File: src/rtl/pc_pkg.sv
/*
 * Shared constants and types of the PLL routing and control pin block:
 * register offsets, field positions, reset bytes, source codes and pin modes.
 * Assumes byte-wide registers reached through a plain strobe port.
 */
package pc_pkg;

	// ----------------------------------------------------------------
	// register port geometry
	// ----------------------------------------------------------------
	localparam int ADDR_W = 5;
	localparam int DATA_W = 8;
	localparam int NUM_REGS = 27;
	localparam int NUM_PLL = 3;
	localparam int NUM_DIV = 6;

	// ----------------------------------------------------------------
	// offsets
	// ----------------------------------------------------------------
	localparam logic [4:0] OFS_IDENT = 5'h00;
	localparam logic [4:0] OFS_LAST = 5'h1A;
	localparam int OFS_PLL_BASE = 1;
	localparam int PLL_STRIDE = 3;
	localparam int OFS_BYPASS = 3;
	localparam int OFS_RANGE = 6;
	localparam int OFS_SRC_P0 = 9;
	localparam int OFS_PIN_CFG = 10;
	localparam int OFS_INPUT_CFG = 11;
	localparam int OFS_PD_CFG = 12;
	localparam int OFS_DIV_BASE = 13;
	localparam int OFS_SSC_CFG = 25;

	// ----------------------------------------------------------------
	// field positions
	// ----------------------------------------------------------------
	localparam int POS_PLL_FLAG = 5;
	localparam int POS_M_MSB = 4;
	localparam int POS_PIN0_MODE = 0;
	localparam int POS_PIN1_MODE = 2;
	localparam int POS_CLKSEL = 4;
	localparam int POS_SRC_HI = 5;
	localparam int POS_SRC_MID = 3;
	localparam int POS_SRC_LO = 0;
	localparam int POS_INPUT_SRC = 6;
	localparam int POS_PD = 6;
	localparam int POS_SSC_MODE = 4;

	// ssc modulation code that means spread bypassed
	localparam logic [2:0] SSC_BYPASS = 3'h0;

	// identification byte, values arbitrary
	localparam logic [3:0] REVISION_CODE = 4'h0;
	localparam logic [3:0] VENDOR_CODE = 4'hA;

	// ----------------------------------------------------------------
	// power-up contents of every byte
	// ----------------------------------------------------------------
	localparam logic [7:0] REG_RESET [0:NUM_REGS-1] = '{
		8'h00, 8'h01, 8'h08, 8'h00, 8'h1B, 8'hFA, 8'hE0, 8'h77, 8'h40, 8'h5C,
		8'h80, 8'h09, 8'h09, 8'h0A, 8'h14, 8'h08, 8'h09, 8'h20, 8'h04,
		8'h3A, 8'h3A, 8'h3A, 8'h3A, 8'h3A, 8'h3A, 8'h00, 8'h00};

	// ----------------------------------------------------------------
	// encodings
	// ----------------------------------------------------------------
	typedef enum logic [2:0] {
		PC_SRC_INPUT = 3'h0,
		PC_SRC_PLL1 = 3'h1,
		PC_SRC_PLL2 = 3'h2,
		PC_SRC_PLL2_SSC = 3'h3,
		PC_SRC_PLL3 = 3'h4
	} pc_src_e;

	typedef enum logic [1:0] {
		PC_P0_POWERDOWN = 2'h0,
		PC_P0_TESTBYPASS = 2'h1,
		PC_P0_CLKSEL = 2'h2,
		PC_P0_ADDR = 2'h3
	} pc_pin0_mode_e;

	typedef enum logic [1:0] {
		PC_P1_LOW = 2'h0,
		PC_P1_HIZ = 2'h1,
		PC_P1_RSVD = 2'h2,
		PC_P1_ADDR = 2'h3
	} pc_pin1_mode_e;

	localparam logic [1:0] INPUT_LVCMOS = 2'h1;

	// ----------------------------------------------------------------
	// carriers
	// ----------------------------------------------------------------
	typedef struct packed {
		logic vco_bypass_select;
		logic vco_range_select;
		logic [8:0] ref_div;
		logic [11:0] fb_div;
	} pc_pll_s;

	typedef struct packed {
		logic pll_pd;
		logic input_pd;
		logic out_hiz;
		logic out_inactive;
		logic div_bypass;
		logic clk_in_sel;
		logic slave_addr_bit_zero_en;
		logic slave_addr_bit_zero;
		logic slave_addr_bit_one_en;
		logic slave_addr_bit_one;
	} pc_pins_s;

endpackage

File: src/rtl/pc_pin_decode.sv
/*
 * Combinational decode of the two control pins under their configured modes.
 * Assumes pin levels are synchronous to the caller's clock.
 */
`timescale 1ns/100ps
module pc_pin_decode
(
	input wire logic control_pin_zero,
	input wire logic control_pin_one,
	input wire logic [1:0] pin0_mode,
	input wire logic [1:0] pin1_mode,
	input wire logic clksel_reg,
	input wire logic [1:0] input_src,
	input wire logic pd_reg,
	output pc_pkg::pc_pins_s pins
);

	// ----------------------------------------------------------------
	// pin interpretation
	// ----------------------------------------------------------------
	always_comb
	begin
		pins = '0;
		pins.pll_pd = pd_reg;
		pins.input_pd = pd_reg;
		pins.clk_in_sel = clksel_reg;
		unique case (pc_pkg::pc_pin0_mode_e'(pin0_mode))
			pc_pkg::PC_P0_POWERDOWN:
			begin
				if (!control_pin_zero)
				begin
					pins.pll_pd = 1'b1;
					pins.input_pd = 1'b1;
				end
			end
			pc_pkg::PC_P0_TESTBYPASS:
			begin
				if (!control_pin_zero)
				begin
					pins.div_bypass = 1'b1;
					pins.pll_pd = 1'b1;
				end
			end
			pc_pkg::PC_P0_CLKSEL:
			begin
				// only two single-ended inputs can be swapped by the pin
				if (input_src == pc_pkg::INPUT_LVCMOS)
					pins.clk_in_sel = control_pin_zero;
			end
			pc_pkg::PC_P0_ADDR:
			begin
				pins.slave_addr_bit_zero_en = 1'b1;
				pins.slave_addr_bit_zero = control_pin_zero;
			end
		endcase
		unique case (pc_pkg::pc_pin1_mode_e'(pin1_mode))
			pc_pkg::PC_P1_LOW: pins.out_inactive = !control_pin_one;
			pc_pkg::PC_P1_HIZ: pins.out_hiz = !control_pin_one;
			pc_pkg::PC_P1_RSVD: pins.out_inactive = 1'b0;
			pc_pkg::PC_P1_ADDR:
			begin
				pins.slave_addr_bit_one_en = 1'b1;
				pins.slave_addr_bit_one = control_pin_one;
			end
		endcase
		// power-down owns the outputs: high impedance, never a forced level
		if (pins.input_pd)
		begin
			pins.out_hiz = 1'b1;
			pins.out_inactive = 1'b0;
		end
	end

endmodule

File: src/rtl/pc_src_route.sv
/*
 * Per-divider source resolution of the five-by-six switch.
 * Assumes raw three-bit source fields straight from the configuration bytes.
 */
`timescale 1ns/100ps
module pc_src_route
(
	input wire logic [5:0][2:0] src_field,
	input wire logic div_bypass,
	input wire logic ssc_off,
	output logic [5:0][2:0] src_eff,
	output logic [5:0] div_idle
);

	// ----------------------------------------------------------------
	// one selector per post-divider
	// ----------------------------------------------------------------
	genvar i;
	generate
		for (i = 0; i < pc_pkg::NUM_DIV; i++)
		begin : g_div
			// reserved codes park the divider rather than guess a source
			always_comb
			begin
				src_eff[i] = src_field[i];
				div_idle[i] = (src_field[i] > pc_pkg::PC_SRC_PLL3);
				if (div_bypass)
				begin
					src_eff[i] = pc_pkg::PC_SRC_INPUT;
					div_idle[i] = 1'b0;
				end
				else if (ssc_off && src_field[i] == pc_pkg::PC_SRC_PLL2_SSC)
					div_idle[i] = 1'b1;
			end
		end
	endgenerate

endmodule

File: src/rtl/pc_routing_ctl.sv
/*
 * Top of the PLL routing and control pin block: byte register file on a
 * plain strobe port, field extraction, pin decode and source routing, with
 * every result held in output flip-flops.
 * Assumes a strobe master that never asserts read and write together, and
 * control pins already synchronous to clk.
 */
// Chosen here: the register offsets and strobed register access.
// Summary of operation
// - per-PLL bypass bit, 0 passes the VCO, 1 routes the bypass; default 0
// - per-PLL range bit, 0 normal speed, 1 high speed; high speed after reset
// - feedback dividers reset to 8, 250 and 3136
// - divider source codes 0..4 pick input, PLL1, PLL2, PLL2 spread, PLL3
// - spread bypass powers spread logic down and holds spread output low
// - pin-zero mode 00, low pin powers down and floats outputs
// - pin-zero mode 01, low pin bypasses PLL and dividers, outputs active
// - pin-zero mode 10, pin overrides the input clock select bit
// - pin clock select ignored for crystal or differential input
// - pin-zero mode 11, pin supplies slave address bit zero
// - address use of a pin starts right after its byte is written
// - pin-zero power-down beats pin-one low or high impedance forcing
// - pin-one mode 00, low pin forces outputs to inactive level
// - pin-one mode 01, low pin floats outputs; mode 10 reserved
// - pin-one mode 11, pin supplies slave address bit one
`timescale 1ns/100ps
module pc_routing_ctl
(
	input wire logic clk,
	input wire logic rst_n,
	input wire logic [4:0] reg_addr,
	input wire logic [7:0] reg_wdata,
	input wire logic reg_wr,
	input wire logic reg_rd,
	input wire logic control_pin_zero,
	input wire logic control_pin_one,
	output logic [7:0] reg_rdata,
	output pc_pkg::pc_pll_s [2:0] pll_cfg,
	output logic [5:0][2:0] div_src,
	output logic [5:0][6:0] div_ratio,
	output logic [5:0] div_idle,
	output pc_pkg::pc_pins_s pin_ctl,
	output logic ssc_pd,
	output logic ssc_out_low
);

	// ----------------------------------------------------------------
	// declarations
	// ----------------------------------------------------------------
	logic [7:0] regs [0:pc_pkg::NUM_REGS-1];
	logic [7:0] next_regs [0:pc_pkg::NUM_REGS-1];
	logic [7:0] next_reg_rdata;
	pc_pkg::pc_pll_s [2:0] cur_pll;
	pc_pkg::pc_pll_s [2:0] next_pll_cfg;
	logic [5:0][2:0] src_field;
	logic [5:0][2:0] src_eff;
	logic [5:0][6:0] next_div_ratio;
	logic [5:0] idle_eff;
	logic [5:0][2:0] next_div_src;
	logic [5:0] next_div_idle;
	pc_pkg::pc_pins_s pins_eff;
	pc_pkg::pc_pins_s next_pin_ctl;
	logic ssc_off;
	logic next_ssc_pd;
	logic next_ssc_out_low;
	logic addr_ok;

	// ----------------------------------------------------------------
	// register file
	// ----------------------------------------------------------------

	// byte zero is read-only, everything above it up to the last byte is storage
	assign addr_ok = (reg_addr != pc_pkg::OFS_IDENT) && (reg_addr <= pc_pkg::OFS_LAST);

	// a write lands in one edge, so the next edge already routes with it
	always_comb
	begin
		next_regs = regs;
		if (reg_wr && addr_ok)
			next_regs[reg_addr] = reg_wdata;
	end

	// power-up image comes from the package table
	always_ff @(posedge clk)
	begin
		if (!rst_n)
			regs <= pc_pkg::REG_RESET;
		else
			regs <= next_regs;
	end

	// read data stand only in the cycle after the strobe; unmapped reads zero
	always_comb
	begin
		next_reg_rdata = 8'h00;
		if (reg_rd)
		begin
			if (reg_addr == pc_pkg::OFS_IDENT)
				next_reg_rdata = {pc_pkg::REVISION_CODE, pc_pkg::VENDOR_CODE};
			else if (addr_ok)
				next_reg_rdata = regs[reg_addr];
		end
	end

	always_ff @(posedge clk)
	begin
		if (!rst_n)
			reg_rdata <= 8'h00;
		else
			reg_rdata <= next_reg_rdata;
	end

	// ----------------------------------------------------------------
	// field extraction
	// ----------------------------------------------------------------

	// each PLL owns three consecutive bytes; flag bits share bytes 3 and 6
	genvar k;
	generate
		for (k = 0; k < pc_pkg::NUM_PLL; k++)
		begin : g_pll
			localparam int BASE = pc_pkg::OFS_PLL_BASE + pc_pkg::PLL_STRIDE * k;
			assign cur_pll[k].vco_bypass_select = regs[pc_pkg::OFS_BYPASS][pc_pkg::POS_PLL_FLAG + k];
			assign cur_pll[k].vco_range_select = regs[pc_pkg::OFS_RANGE][pc_pkg::POS_PLL_FLAG + k];
			assign cur_pll[k].ref_div = {regs[BASE + 2][pc_pkg::POS_M_MSB], regs[BASE]};
			assign cur_pll[k].fb_div = {regs[BASE + 2][3:0], regs[BASE + 1]};
		end
	endgenerate

	// source fields of the six post-dividers
	assign src_field[0] = regs[pc_pkg::OFS_SRC_P0][pc_pkg::POS_SRC_HI +: 3];
	assign src_field[1] = regs[pc_pkg::OFS_PIN_CFG][pc_pkg::POS_SRC_HI +: 3];
	assign src_field[2] = regs[pc_pkg::OFS_INPUT_CFG][pc_pkg::POS_SRC_LO +: 3];
	assign src_field[3] = regs[pc_pkg::OFS_INPUT_CFG][pc_pkg::POS_SRC_MID +: 3];
	assign src_field[4] = regs[pc_pkg::OFS_PD_CFG][pc_pkg::POS_SRC_LO +: 3];
	assign src_field[5] = regs[pc_pkg::OFS_PD_CFG][pc_pkg::POS_SRC_MID +: 3];

	// spread circuitry is off whenever its modulation field asks for bypass
	assign ssc_off = (regs[pc_pkg::OFS_SSC_CFG][pc_pkg::POS_SSC_MODE +: 3] == pc_pkg::SSC_BYPASS);

	// ----------------------------------------------------------------
	// pin decode and source routing
	// ----------------------------------------------------------------
	pc_pin_decode u_pins
	(
		.control_pin_zero(control_pin_zero),
		.control_pin_one(control_pin_one),
		.pin0_mode(regs[pc_pkg::OFS_PIN_CFG][pc_pkg::POS_PIN0_MODE +: 2]),
		.pin1_mode(regs[pc_pkg::OFS_PIN_CFG][pc_pkg::POS_PIN1_MODE +: 2]),
		.clksel_reg(regs[pc_pkg::OFS_PIN_CFG][pc_pkg::POS_CLKSEL]),
		.input_src(regs[pc_pkg::OFS_INPUT_CFG][pc_pkg::POS_INPUT_SRC +: 2]),
		.pd_reg(regs[pc_pkg::OFS_PD_CFG][pc_pkg::POS_PD]),
		.pins(pins_eff)
	);

	pc_src_route u_route
	(
		.src_field(src_field),
		.div_bypass(pins_eff.div_bypass),
		.ssc_off(ssc_off),
		.src_eff(src_eff),
		.div_idle(idle_eff)
	);

	// ----------------------------------------------------------------
	// output stage
	// ----------------------------------------------------------------

	// next values of all configuration outputs; test bypass also
	// neutralises the PLL path so a test sees the raw input clock
	always_comb
	begin
		next_pll_cfg = cur_pll;
		for (int i = 0; i < pc_pkg::NUM_PLL; i++)
		begin
			if (pins_eff.div_bypass)
				next_pll_cfg[i].vco_bypass_select = 1'b1;
		end
		for (int j = 0; j < pc_pkg::NUM_DIV; j++)
			next_div_ratio[j] = regs[pc_pkg::OFS_DIV_BASE + j][6:0];
		next_div_src = src_eff;
		next_div_idle = idle_eff;
		next_pin_ctl = pins_eff;
		next_ssc_pd = ssc_off || pins_eff.pll_pd;
		next_ssc_out_low = ssc_off;
	end

	// outputs are all flops; during reset they are held at zero
	always_ff @(posedge clk)
	begin
		if (!rst_n)
		begin
			pll_cfg <= '0;
			div_src <= '0;
			div_ratio <= '0;
			div_idle <= '0;
			pin_ctl <= '0;
			ssc_pd <= 1'b0;
			ssc_out_low <= 1'b0;
		end
		else
		begin
			pll_cfg <= next_pll_cfg;
			div_src <= next_div_src;
			div_ratio <= next_div_ratio;
			div_idle <= next_div_idle;
			pin_ctl <= next_pin_ctl;
			ssc_pd <= next_ssc_pd;
			ssc_out_low <= next_ssc_out_low;
		end
	end

endmodule

File: config.mk
export PLATFORM = sky130hd
export DESIGN_NAME = pc_routing_ctl
export DESIGN_NICKNAME = d
export VERILOG_FILES = /design/src/rtl/pc_pkg.sv /design/src/rtl/pc_pin_decode.sv /design/src/rtl/pc_src_route.sv /design/src/rtl/pc_routing_ctl.sv
export SDC_FILE = /design/constraint.sdc
export NUM_CORES = 1
export LEC_CHECK = 0
export ABC_AREA = 1
export BUFFER_PORTS_ARGS = -buffer_cell sky130_fd_sc_hd__buf_2
export CORE_MARGIN = 8
export CORE_UTILIZATION = 35
export DETAILED_ROUTE_END_ITERATION = 6
export SLEW_MARGIN = 20
export SYNTH_ARGS = -nofsm -noshare
export SYNTH_HDL_FRONTEND = slang
export SYNTH_HIERARCHICAL = 1
export SYNTH_SLANG_ARGS = --single-unit
File: constraint.sdc
create_clock -name clk -period 1.45 [get_ports clk]
set_input_delay 0.145 -clock clk [delete_from_list [all_inputs] [get_ports clk]]
set_output_delay 0.145 -clock clk [all_outputs]
set_load 0.005 [all_outputs]
==> out/qor.txt, run 1 <==
Status - complete, no violations
DR vias/cell - 4.644
Pwr/cell area - 1219 nW/um2
Die width - 223.8 um
Grt ovf - 0
Wire per inst - 15.63 um
Fmax - 742.5 MHz
DR iter-0 viols - 1269
Post-Syn Instances - 2249
I/O Buffers - 173
Mean post-synth cell area - 6.717 um2
#FFs+latches synth - 371
Drt first pass iters - 5
Mapped cell area - 15110 um2
Bufs and invs on worst path - 2
Tightest Hold Check Type - in -> reg
Leakage - 10.39 nW
Initial Util - 0.3523
DRT antenna net count - 0
Sequential cell area - 7428 um2
Slew Viols, Final - 0
I/O pin cnt - 174
CTS tree - yes
Worst IR Drop VDD - 0.7169 mV
RSZ-0062 raised after global routing - no
Critical R2R Capture - reg_rdata[5]
Crit path cell chain - inv_1 > o21ai_1 > nand2_1 > nand2_1 > nand2_1 > nand2_1 > nor2_1 > a21oi_1 > buf_4
Most frequent cell on the critical path - nand2_1
Layout cells sized above 1 - 0.1624
Sequential area share after synthesis - 0.4916
Warnings, synthesis - 6
Util after Layout - 0.4445
Initial antenna violation count - 4
Crit path arrival time - 1.85 ns
CP max stage delay - 0.35 ns
Final Net Count - 2455
Fin. Hold Viols - 0
Clock root cell - clkbuf_16
Worst Path Max Fanout - 2
GP Congestion - 0.8625
Clk sink count - 371
Max cap viols - 0
Min Tclk post-route - 1.347 ns
# setup viols final - 0
Slew @ Worst Pin - 0.6634 ns
Required @ worst endpoint - 1.96 ns
Clk_lat worst skew - 0.56 ns
Critical path capture point type - flop
Die area - 50070 um2
Placed Cells - 2974
H-tree Lvls - 2
Pre-CTS setup slack - -0.3654 ns
Relative slew slack - 0.5578
Area Overhead vs Synth - 26.17%
HPWL Detailed - 33550 um
CTS max path bufs - 3
Drt total wl - 47750 um
Core ar. - 42890 um2
FILL cells - 4364
RR Startpoint - cur_pll[51]
Area occupied by multi-input gates - 6210 um2
Reg clk slew, reported paths - 0.06 ns
Crit path kind - reg -> reg
Setup Fix Bufs, Post-CTS - 0
CTS buffer count - 41
GRT Overall Usage - 0.1865
Syn nets - 2268
CP endpoint - reg_rdata[5]
Post-synth top flop - dfxtp_1
CP Depth - 9
CP startpoint - cur_pll[51]
Unique masters post-synth - 25
Die height - 223.8 um
CP top delay family - simple AND/OR/NAND/NOR gates
FP Rows - 76
Power Total - 23.24 mW
CP max-delay cell - dfxtp_1
Pin count of the biggest net entering global routing - 154
Fin cells - 3055
R2R depth - 9
Synth async-reset ratio - 0
Global-route wire length before repair - 74800 um
Vias in the first global route - 13417
Routed via count - 14188
Clock Skew - 0.01230 ns
Type of origin of the critical path - flop
Drc violations - 0
Worst setup margin - 0.1032 ns
R2R Setup Slk - 0.10 ns
Final setup TNS - 0 ns
Period utilization - 0.9288
Number of synthesized flops with an enable pin - 0
==> metal layers <==
| metal | global-route usage | part of all wire | up-vias |
|---|---|---|---|
| met1 | 0.2384 | 0.43 | 6464 |
| met5 | 0 | 0 | - |
| li1 | - | - | 7155 |
| met4 | 0.08114 | 0.036 | 0 |
| met2 | 0.3058 | 0.46 | 457 |
| met3 | 0.03387 | 0.066 | 112 |
==> power by group <==
| part | switching [mW] | internal [mW] |
|---|---|---|
| clock | 4.25 | 6.92 |
| combinational | 1.07 | 0.555 |
| sequential | 0.0793 | 10.4 |
| total | 5.40 | 17.8 |
==> worst reg2reg max path, stage by stage, from the launching register on <==
cell and delay (ns):
dfxtp_1 0.35, inv_1 0.07, o21ai_1 0.18, nand2_1 0.08, nand2_1 0.07, nand2_1 0.08
nand2_1 0.13, nor2_1 0.07, a21oi_1 0.14, buf_4 0.13
==> layout make-up <==
type,count,share of cell area
timing repair buffer,287,0.1097
tap,585,0.03840
clock inverter,17,0.01306
sequential,371,0.3897
clock buffer,59,0.06380
antenna,1,0.0001313
inverter,299,0.05941
multi-input combinational,1436,0.3258
==> kinds of logic (layout without fill, tap and decap cells) <==
logic type             after synthesis  count (layout)  synth area share
DFF                                371             371            0.4916
buffers and inverters              442             662            0.1159
and+or+nand+nor                   1326            1326            0.3554
AOI/OAI and AO/OA                  110             110           0.03710
other                                0               1                 0
==> placed cells by master, fill, tap and decap left out, drive strengths merged, types with 3 or more instances in the layout <==
| cell type | instances |
|---|---|
| bufinv | 6 |
| a21oi | 80 |
| nor3 | 6 |
| clkinv | 8 |
| dlygate4sd3 | 4 |
| clkbuf | 60 |
| dfxtp | 371 |
| buf | 282 |
| nand2 | 872 |
| nand4 | 71 |
| inv | 301 |
| o21ai | 26 |
| nor2 | 263 |
| nand3 | 113 |
| o22ai | 3 |
==> metrics by stage <==
stage	hold slack, ns	cell area (um2)
after floorplan	0.3350	15550
after global placement	0.4135	17550
after detailed placement	0.4168	17550
after CTS	0.02174	19050
after global routing	0.06118	19060
final	0.04961	19060
==> flip-flops by register name (all words and copies together) (netlist names) <==
| name | flops |
|---|---|
| regs | 105 |
| pll_cfg | 69 |
| reg_rdata | 8 |
| div_src | 18 |
| pin_ctl | 10 |
| ssc_pd | 1 |
| cur_pll | 69 |
| div_idle | 6 |
| div_ratio | 42 |
| next_div_ratio | 42 |
| ssc_out_low | 1 |
==> worst min path at each step <==
stage | endpoint | from | slack (ns) | cells after the start
detailed placement | regs[214] | regs[214] | 0.42 | 2
finish | regs[55] | reg_wdata[7] | 0.05 | 3
global route | regs[87] | reg_wdata[7] | 0.06 | 3
CTS | regs[55] | reg_wdata[7] | 0.02 | 3
floorplan | pin_ctl[5] | control_pin_zero | 0.33 | 3
global placement | regs[214] | regs[214] | 0.41 | 2
==> synthesized netlist by cell type, types with 2 or more instances <==
master / count / area [um2]
o21ai_0: 25 / 125.1
inv_2: 3 / 11.26
nand3_1: 110 / 550.5
buf_6: 2 / 22.52
nor2_2: 2 / 12.51
a21oi_1: 80 / 400.4
inv_1: 296 / 1111
buf_4: 2 / 15.01
nand4_1: 71 / 444.2
nand2_1: 871 / 3269
dfxtp_1: 371 / 7427
o22ai_1: 3 / 18.77
nor2_1: 258 / 968.4
buf_1: 9 / 33.78
nor2_4: 3 / 33.78
clkbuf_1: 87 / 326.6
nand3_2: 3 / 30.03
buf_2: 42 / 210.2
nor3_1: 5 / 25.02
==> timing repair <==
action / 4_1_cts / 5_1_grt
endpoints found under the setup margin: 0 / 10
resized for setup: 0 / 6
endpoints found under the hold margin: 11 / 0
hold buffers: 4 / 0
Note: power is estimated with default switching activity, not from simulation.
==> inputs of run 2 (changes only) <==
- GPL_TIMING_DRIVEN: not set -> 0
- SLEW_MARGIN: 20 -> 5
==> out/qor.txt, run 2 (same netlist as run 1, synthesis figures left out) <==
Status - complete, but fails checks
Violated checks - negative setup slack
Area occupied by multi-input gates - 6233 um2
Layout cells sized above 1 - 0.1496
I/O pin cnt - 174
Fmax - 676.7 MHz
Worst IR Drop VDD - 0.6815 mV
Grt ovf - 0
R2R Setup Slk - -0.03 ns
I/O Buffers - 162
Critical path capture point type - flop
Required @ worst endpoint - 1.85 ns
Sequential cell area - 7435 um2
Pwr/cell area - 1217 nW/um2
H-tree Lvls - 2
Min Tclk post-route - 1.478 ns
Clock root cell - clkbuf_16
Worst setup margin - -0.02786 ns
CP max-delay cell - dfxtp_1
Clk sink count - 371
Clk_lat worst skew - 0.56 ns
Final setup TNS - -0.02786 ns
Worst Path Max Fanout - 4
Area Overhead vs Synth - 24.11%
Tightest Hold Check Type - in -> reg
Routed via count - 14995
Die area - 50070 um2
Fin. Hold Viols - 0
Crit path cell chain - inv_1 > nor2_1 > a21oi_1 > nand2_1 > nand2_1 > nand2_1 > nor2_1 > a21oi_1
Reg clk slew, reported paths - 0.06 ns
CTS tree - yes
RSZ-0062 raised after global routing - yes
Die height - 223.8 um
Max reg flops - 105
Hold WS - 0.04743 ns
DR vias/cell - 4.870
Period utilization - 1.019
Slew @ Worst Pin - 1.139 ns
Slew Viols, Final - 0
GRT Overall Usage - 0.2266
FILL cells - 4441
Leakage - 10.19 nW
Crit path arrival time - 1.88 ns
CP startpoint - regs[122]
Max cap viols - 0
Relative slew slack - 0.2405
Most frequent cell on the critical path - nand2_1
CTS max path bufs - 3
Biggest register - regs
HPWL Detailed - 42620 um
# setup viols final - 1
Final Net Count - 2484
Core ar. - 42890 um2
Initial Util - 0.3523
DR iter-0 viols - 1648
Type of origin of the critical path - flop
Hold path start - reg_rd
RR Startpoint - regs[122]
Vias in the first global route - 14229
Pin count of the biggest net entering global routing - 14
Diodes inserted - 0
Leading cell types in the layout, fill and taps excluded - 869 x nand2_1, 369 x dfxtp_1, 295 x inv_1
Global-route wire length before repair - 86710 um
DRT antenna net count - 0
Commonest non-fill, non-tap cell in the layout - nand2_1
CP max stage delay - 0.34 ns
Drc violations - 0
Drt total wl - 58390 um
Crit path kind - reg -> reg
Initial antenna violation count - 4
FP Rows - 76
CTS buffer count - 41
Drt first pass iters - 6
GP Congestion - 0.9749
Wire per inst - 18.97 um
Clock Skew - 0.01076 ns
Die width - 223.8 um
==> run 2: changes by cell type in the layout (fill, tap and decap cells not counted), sizes merged <==
cell,change
clkbuf,+80
bufinv,-2
buf,-56
clkinvlp,+3
diode,-1
==> run 2: timing repair <==
item                       4_1_cts  5_1_grt
hold endpoints to repair        11        0
resized for setup               38       30
hold buffers                     4        0
pin swaps                        0        6
buffers inserted                 0        8
gates cloned                     0        1
setup endpoints to repair      274       15
==> run 2: routing by layer <==
metal  global-route usage  up-vias  wire, um
met2               0.3605      658     26050
li1                     -     7209         -
met5                    0        -        39
met1               0.2829     6957     23940
met3              0.05637      165      5380
met4               0.1155        6      2983
==> run 2: metrics by stage <==
stage / power, mW / worst slack, ns / util / cells / cell area (um2)
floorplan: 11.54 / -0.04804 / - / 2249 / 15550
global placement: 12.25 / -1.320 / 0.3986 / 2996 / 17090
detailed placement: 12.26 / -1.324 / 0.3987 / 2996 / 17100
CTS: 22.96 / 0.005104 / 0.4340 / 3071 / 18610
global route: 23.55 / -0.007018 / 0.4372 / 3079 / 18750
finish: 22.82 / -0.02786 / 0.4372 / 3079 / 18750
==> run 2: area by class of cell <==
cell class	count	share of cell area
Sequential cell	371	0.3965
Multi-Input combinational cell	1436	0.3325
Clock buffer	54	0.06266
Inverter	299	0.06039
Timing Repair Buffer	175	0.05018
Buffer	141	0.04765
Tap cell	585	0.03904
Clock inverter	18	0.01108
==> run 2: power by group <==
part	internal, mW	switching [mW]
Clock	6.41	4.30
Combinational	0.423	1.26
Sequential	10.4	0.0758
Total	17.2	5.64
==> run 2: critical path: cells and delay by family (launching register included) <==
family | cells | cell delay (ns)
AND/OR/NAND/NOR | 5 | 0.53
AO/OA/AOI/OAI | 2 | 0.38
buffers and inverters | 1 | 0.08
flip-flops | 1 | 0.34
==> run 2: path summary, 6_finish.rpt <==
path / endpoint / cells past startpoint
setup / recovery: reg_rdata[2] / 8
hold / removal: reg_rdata[3] / 5
setup reg to reg: reg_rdata[2] / 8
hold reg to reg: div_ratio[19] / 2
==> inputs of run 3 (changes only) <==
- SKIP_LAST_GASP: not set -> 1
==> out/qor.txt, run 3 (same netlist as run 1, synthesis figures left out) <==
DR vias/cell - 4.889
Fin cells - 3079
Hold path start - reg_rd
Vias in the first global route - 14218
Final Net Count - 2484
P_int - 17.19 mW
H-tree Lvls - 2
Worst IR Drop VDD - 0.6810 mV
Crit path kind - reg -> reg
CP top delay family - simple AND/OR/NAND/NOR gates
Wire per inst - 18.98 um
Leakage - 10.19 nW
Drt first pass iters - 6
GRT Overall Usage - 0.2266
Die width - 223.8 um
RR Startpoint - regs[122]
Biggest register - regs
I/O Buffers - 162
Grt ovf - 0
Fin. Hold Viols - 0
Bufs and invs on worst path - 1
DR iter-0 viols - 1665
Pwr/cell area - 1218 nW/um2
Worst Path Max Fanout - 4
Global-route wire length before repair - 86710 um
Clock Skew - 0.01340 ns
Required @ worst endpoint - 1.86 ns
FP Rows - 76
Worst setup margin - -0.04142 ns
CP startpoint - regs[122]
Min Tclk post-route - 1.491 ns
Die area - 50070 um2
Status - complete, but fails checks
CP max-delay cell - dfxtp_1
Max cap viols - 0
Layout cells sized above 1 - 0.1492
R2R Setup Slk - -0.04 ns
Crit path cell chain - inv_1 > nor2_1 > a21oi_1 > nand2_1 > nand2_1 > nand2_1 > nor2_1 > a21oi_1
HPWL Detailed - 42620 um
I/O pin cnt - 174
Placement Cell Area - 17100 um2
R2R depth - 8
Die height - 223.8 um
Fmax - 670.5 MHz
DRT antenna net count - 0
Drc violations - 0
Initial antenna violation count - 4
Initial Util - 0.3523
Area Overhead vs Synth - 24.10%
Commonest non-fill, non-tap cell in the layout - nand2_1
Fin area - 18750 um2
WHS Path Cells - 5
CTS tree - yes
CTS max path bufs - 3
RSZ-0062 raised after global routing - yes
Type of origin of the critical path - flop
Core ar. - 42890 um2
Slew @ Worst Pin - 1.143 ns
Placed Cells - 2996
Crit path arrival time - 1.90 ns
Drt total wl - 58440 um
Critical R2R Capture - reg_rdata[2]
Pin count of the biggest net entering global routing - 14
Flop pwr share - 0.456
FILL cells - 4441
Switch Pwr - 5.654 mW
Violated checks - negative setup slack
CP max stage delay - 0.33 ns
Period utilization - 1.029
Worst Hold End - reg_rdata[3]
Clk_lat worst skew - 0.57 ns
Tightest Hold Check Type - in -> reg
Sw Ratio - 0.2475
Most frequent cell on the critical path - nand2_1
Leading cell types in the layout, fill and taps excluded - 869 x nand2_1, 369 x dfxtp_1, 295 x inv_1
CTS buffer count - 41
Clock root cell - clkbuf_16
Logic gate share of total power - 0.074
Pre-CTS setup slack - -1.324 ns
Routed via count - 15053
Diodes inserted - 0
Reg clk slew, reported paths - 0.06 ns
GP Congestion - 0.9749
Final setup TNS - -0.04142 ns
Critical path capture point type - flop
Max reg flops - 105
Clk sink count - 371
Relative slew slack - 0.2380
# setup viols final - 1
Clock network fraction of total power - 0.470
Slew Viols, Final - 0
-- run 3: power groups by stage --
stage	logic, mW	clock network [mW]	registers (mW)
2_1_floorplan	0.892	0	10.6
3_3_place_gp	1.60	0	10.7
3_5_place_dp	1.60	0	10.7
4_1_cts	1.64	10.9	10.4
5_1_grt	1.79	11.3	10.4
6_report	1.69	10.7	10.4
-- run 3: stage by stage --
step	hold WS [ns]	total power, mW	utilization
after floorplan	0.3350	11.54	-
after CTS	0.02573	22.95	0.4337
after global placement	0.4137	12.25	0.3986
final	0.04067	22.84	0.4372
after detailed placement	0.4173	12.26	0.3987
after global routing	0.03959	23.55	0.4372
-- run 3: worst max path at each step --
stage,end,slack [ns],cells past startpoint
after floorplan,cur_pll[38],-0.05,11
after global placement,pll_cfg[41],-1.32,6
after detailed placement,pll_cfg[41],-1.32,6
after CTS,reg_rdata[4],-0.02,9
after global routing,reg_rdata[5],-0.06,8
final,reg_rdata[2],-0.04,8
-- run 3: worst min-delay path: cells and delay by family --
family,cells,cell delay [ns]
buffers and inverters,3,0.23
and+or+nand+nor,2,0.18
-- run 3: routing by layer --
metal,up-vias,share of wire,global-route usage,wire [um]
met4,6,0.053,0.1155,3110
met3,168,0.094,0.05624,5486
met5,-,0.00067,0,39
met1,6967,0.41,0.2831,23840
met2,708,0.44,0.3603,25960
li1,7204,-,-,-
-- run 3: final cells by class --
class | instances | area [um2] | area share
plain buffers | 141 | 895.9 | 0.04778
clock buffers | 54 | 1175 | 0.06267
clock inverters | 18 | 207.7 | 0.01108
inverters | 299 | 1132 | 0.06040
multi-input cells | 1436 | 6230 | 0.3323
flip-flops and latches | 371 | 7435 | 0.3966
well taps | 585 | 732.0 | 0.03904
repair buffers | 175 | 940.9 | 0.05019
-- run 3: what timing repair did --
item / 4_1_cts / 5_1_grt
endpoints found under the setup margin: 274 / 23
buffers inserted: 0 / 8
pin swaps: 0 / 6
hold buffers: 4 / 0
gates cloned: 0 / 1
gates resized for setup: 35 / 35
hold endpoints to repair: 11 / 0
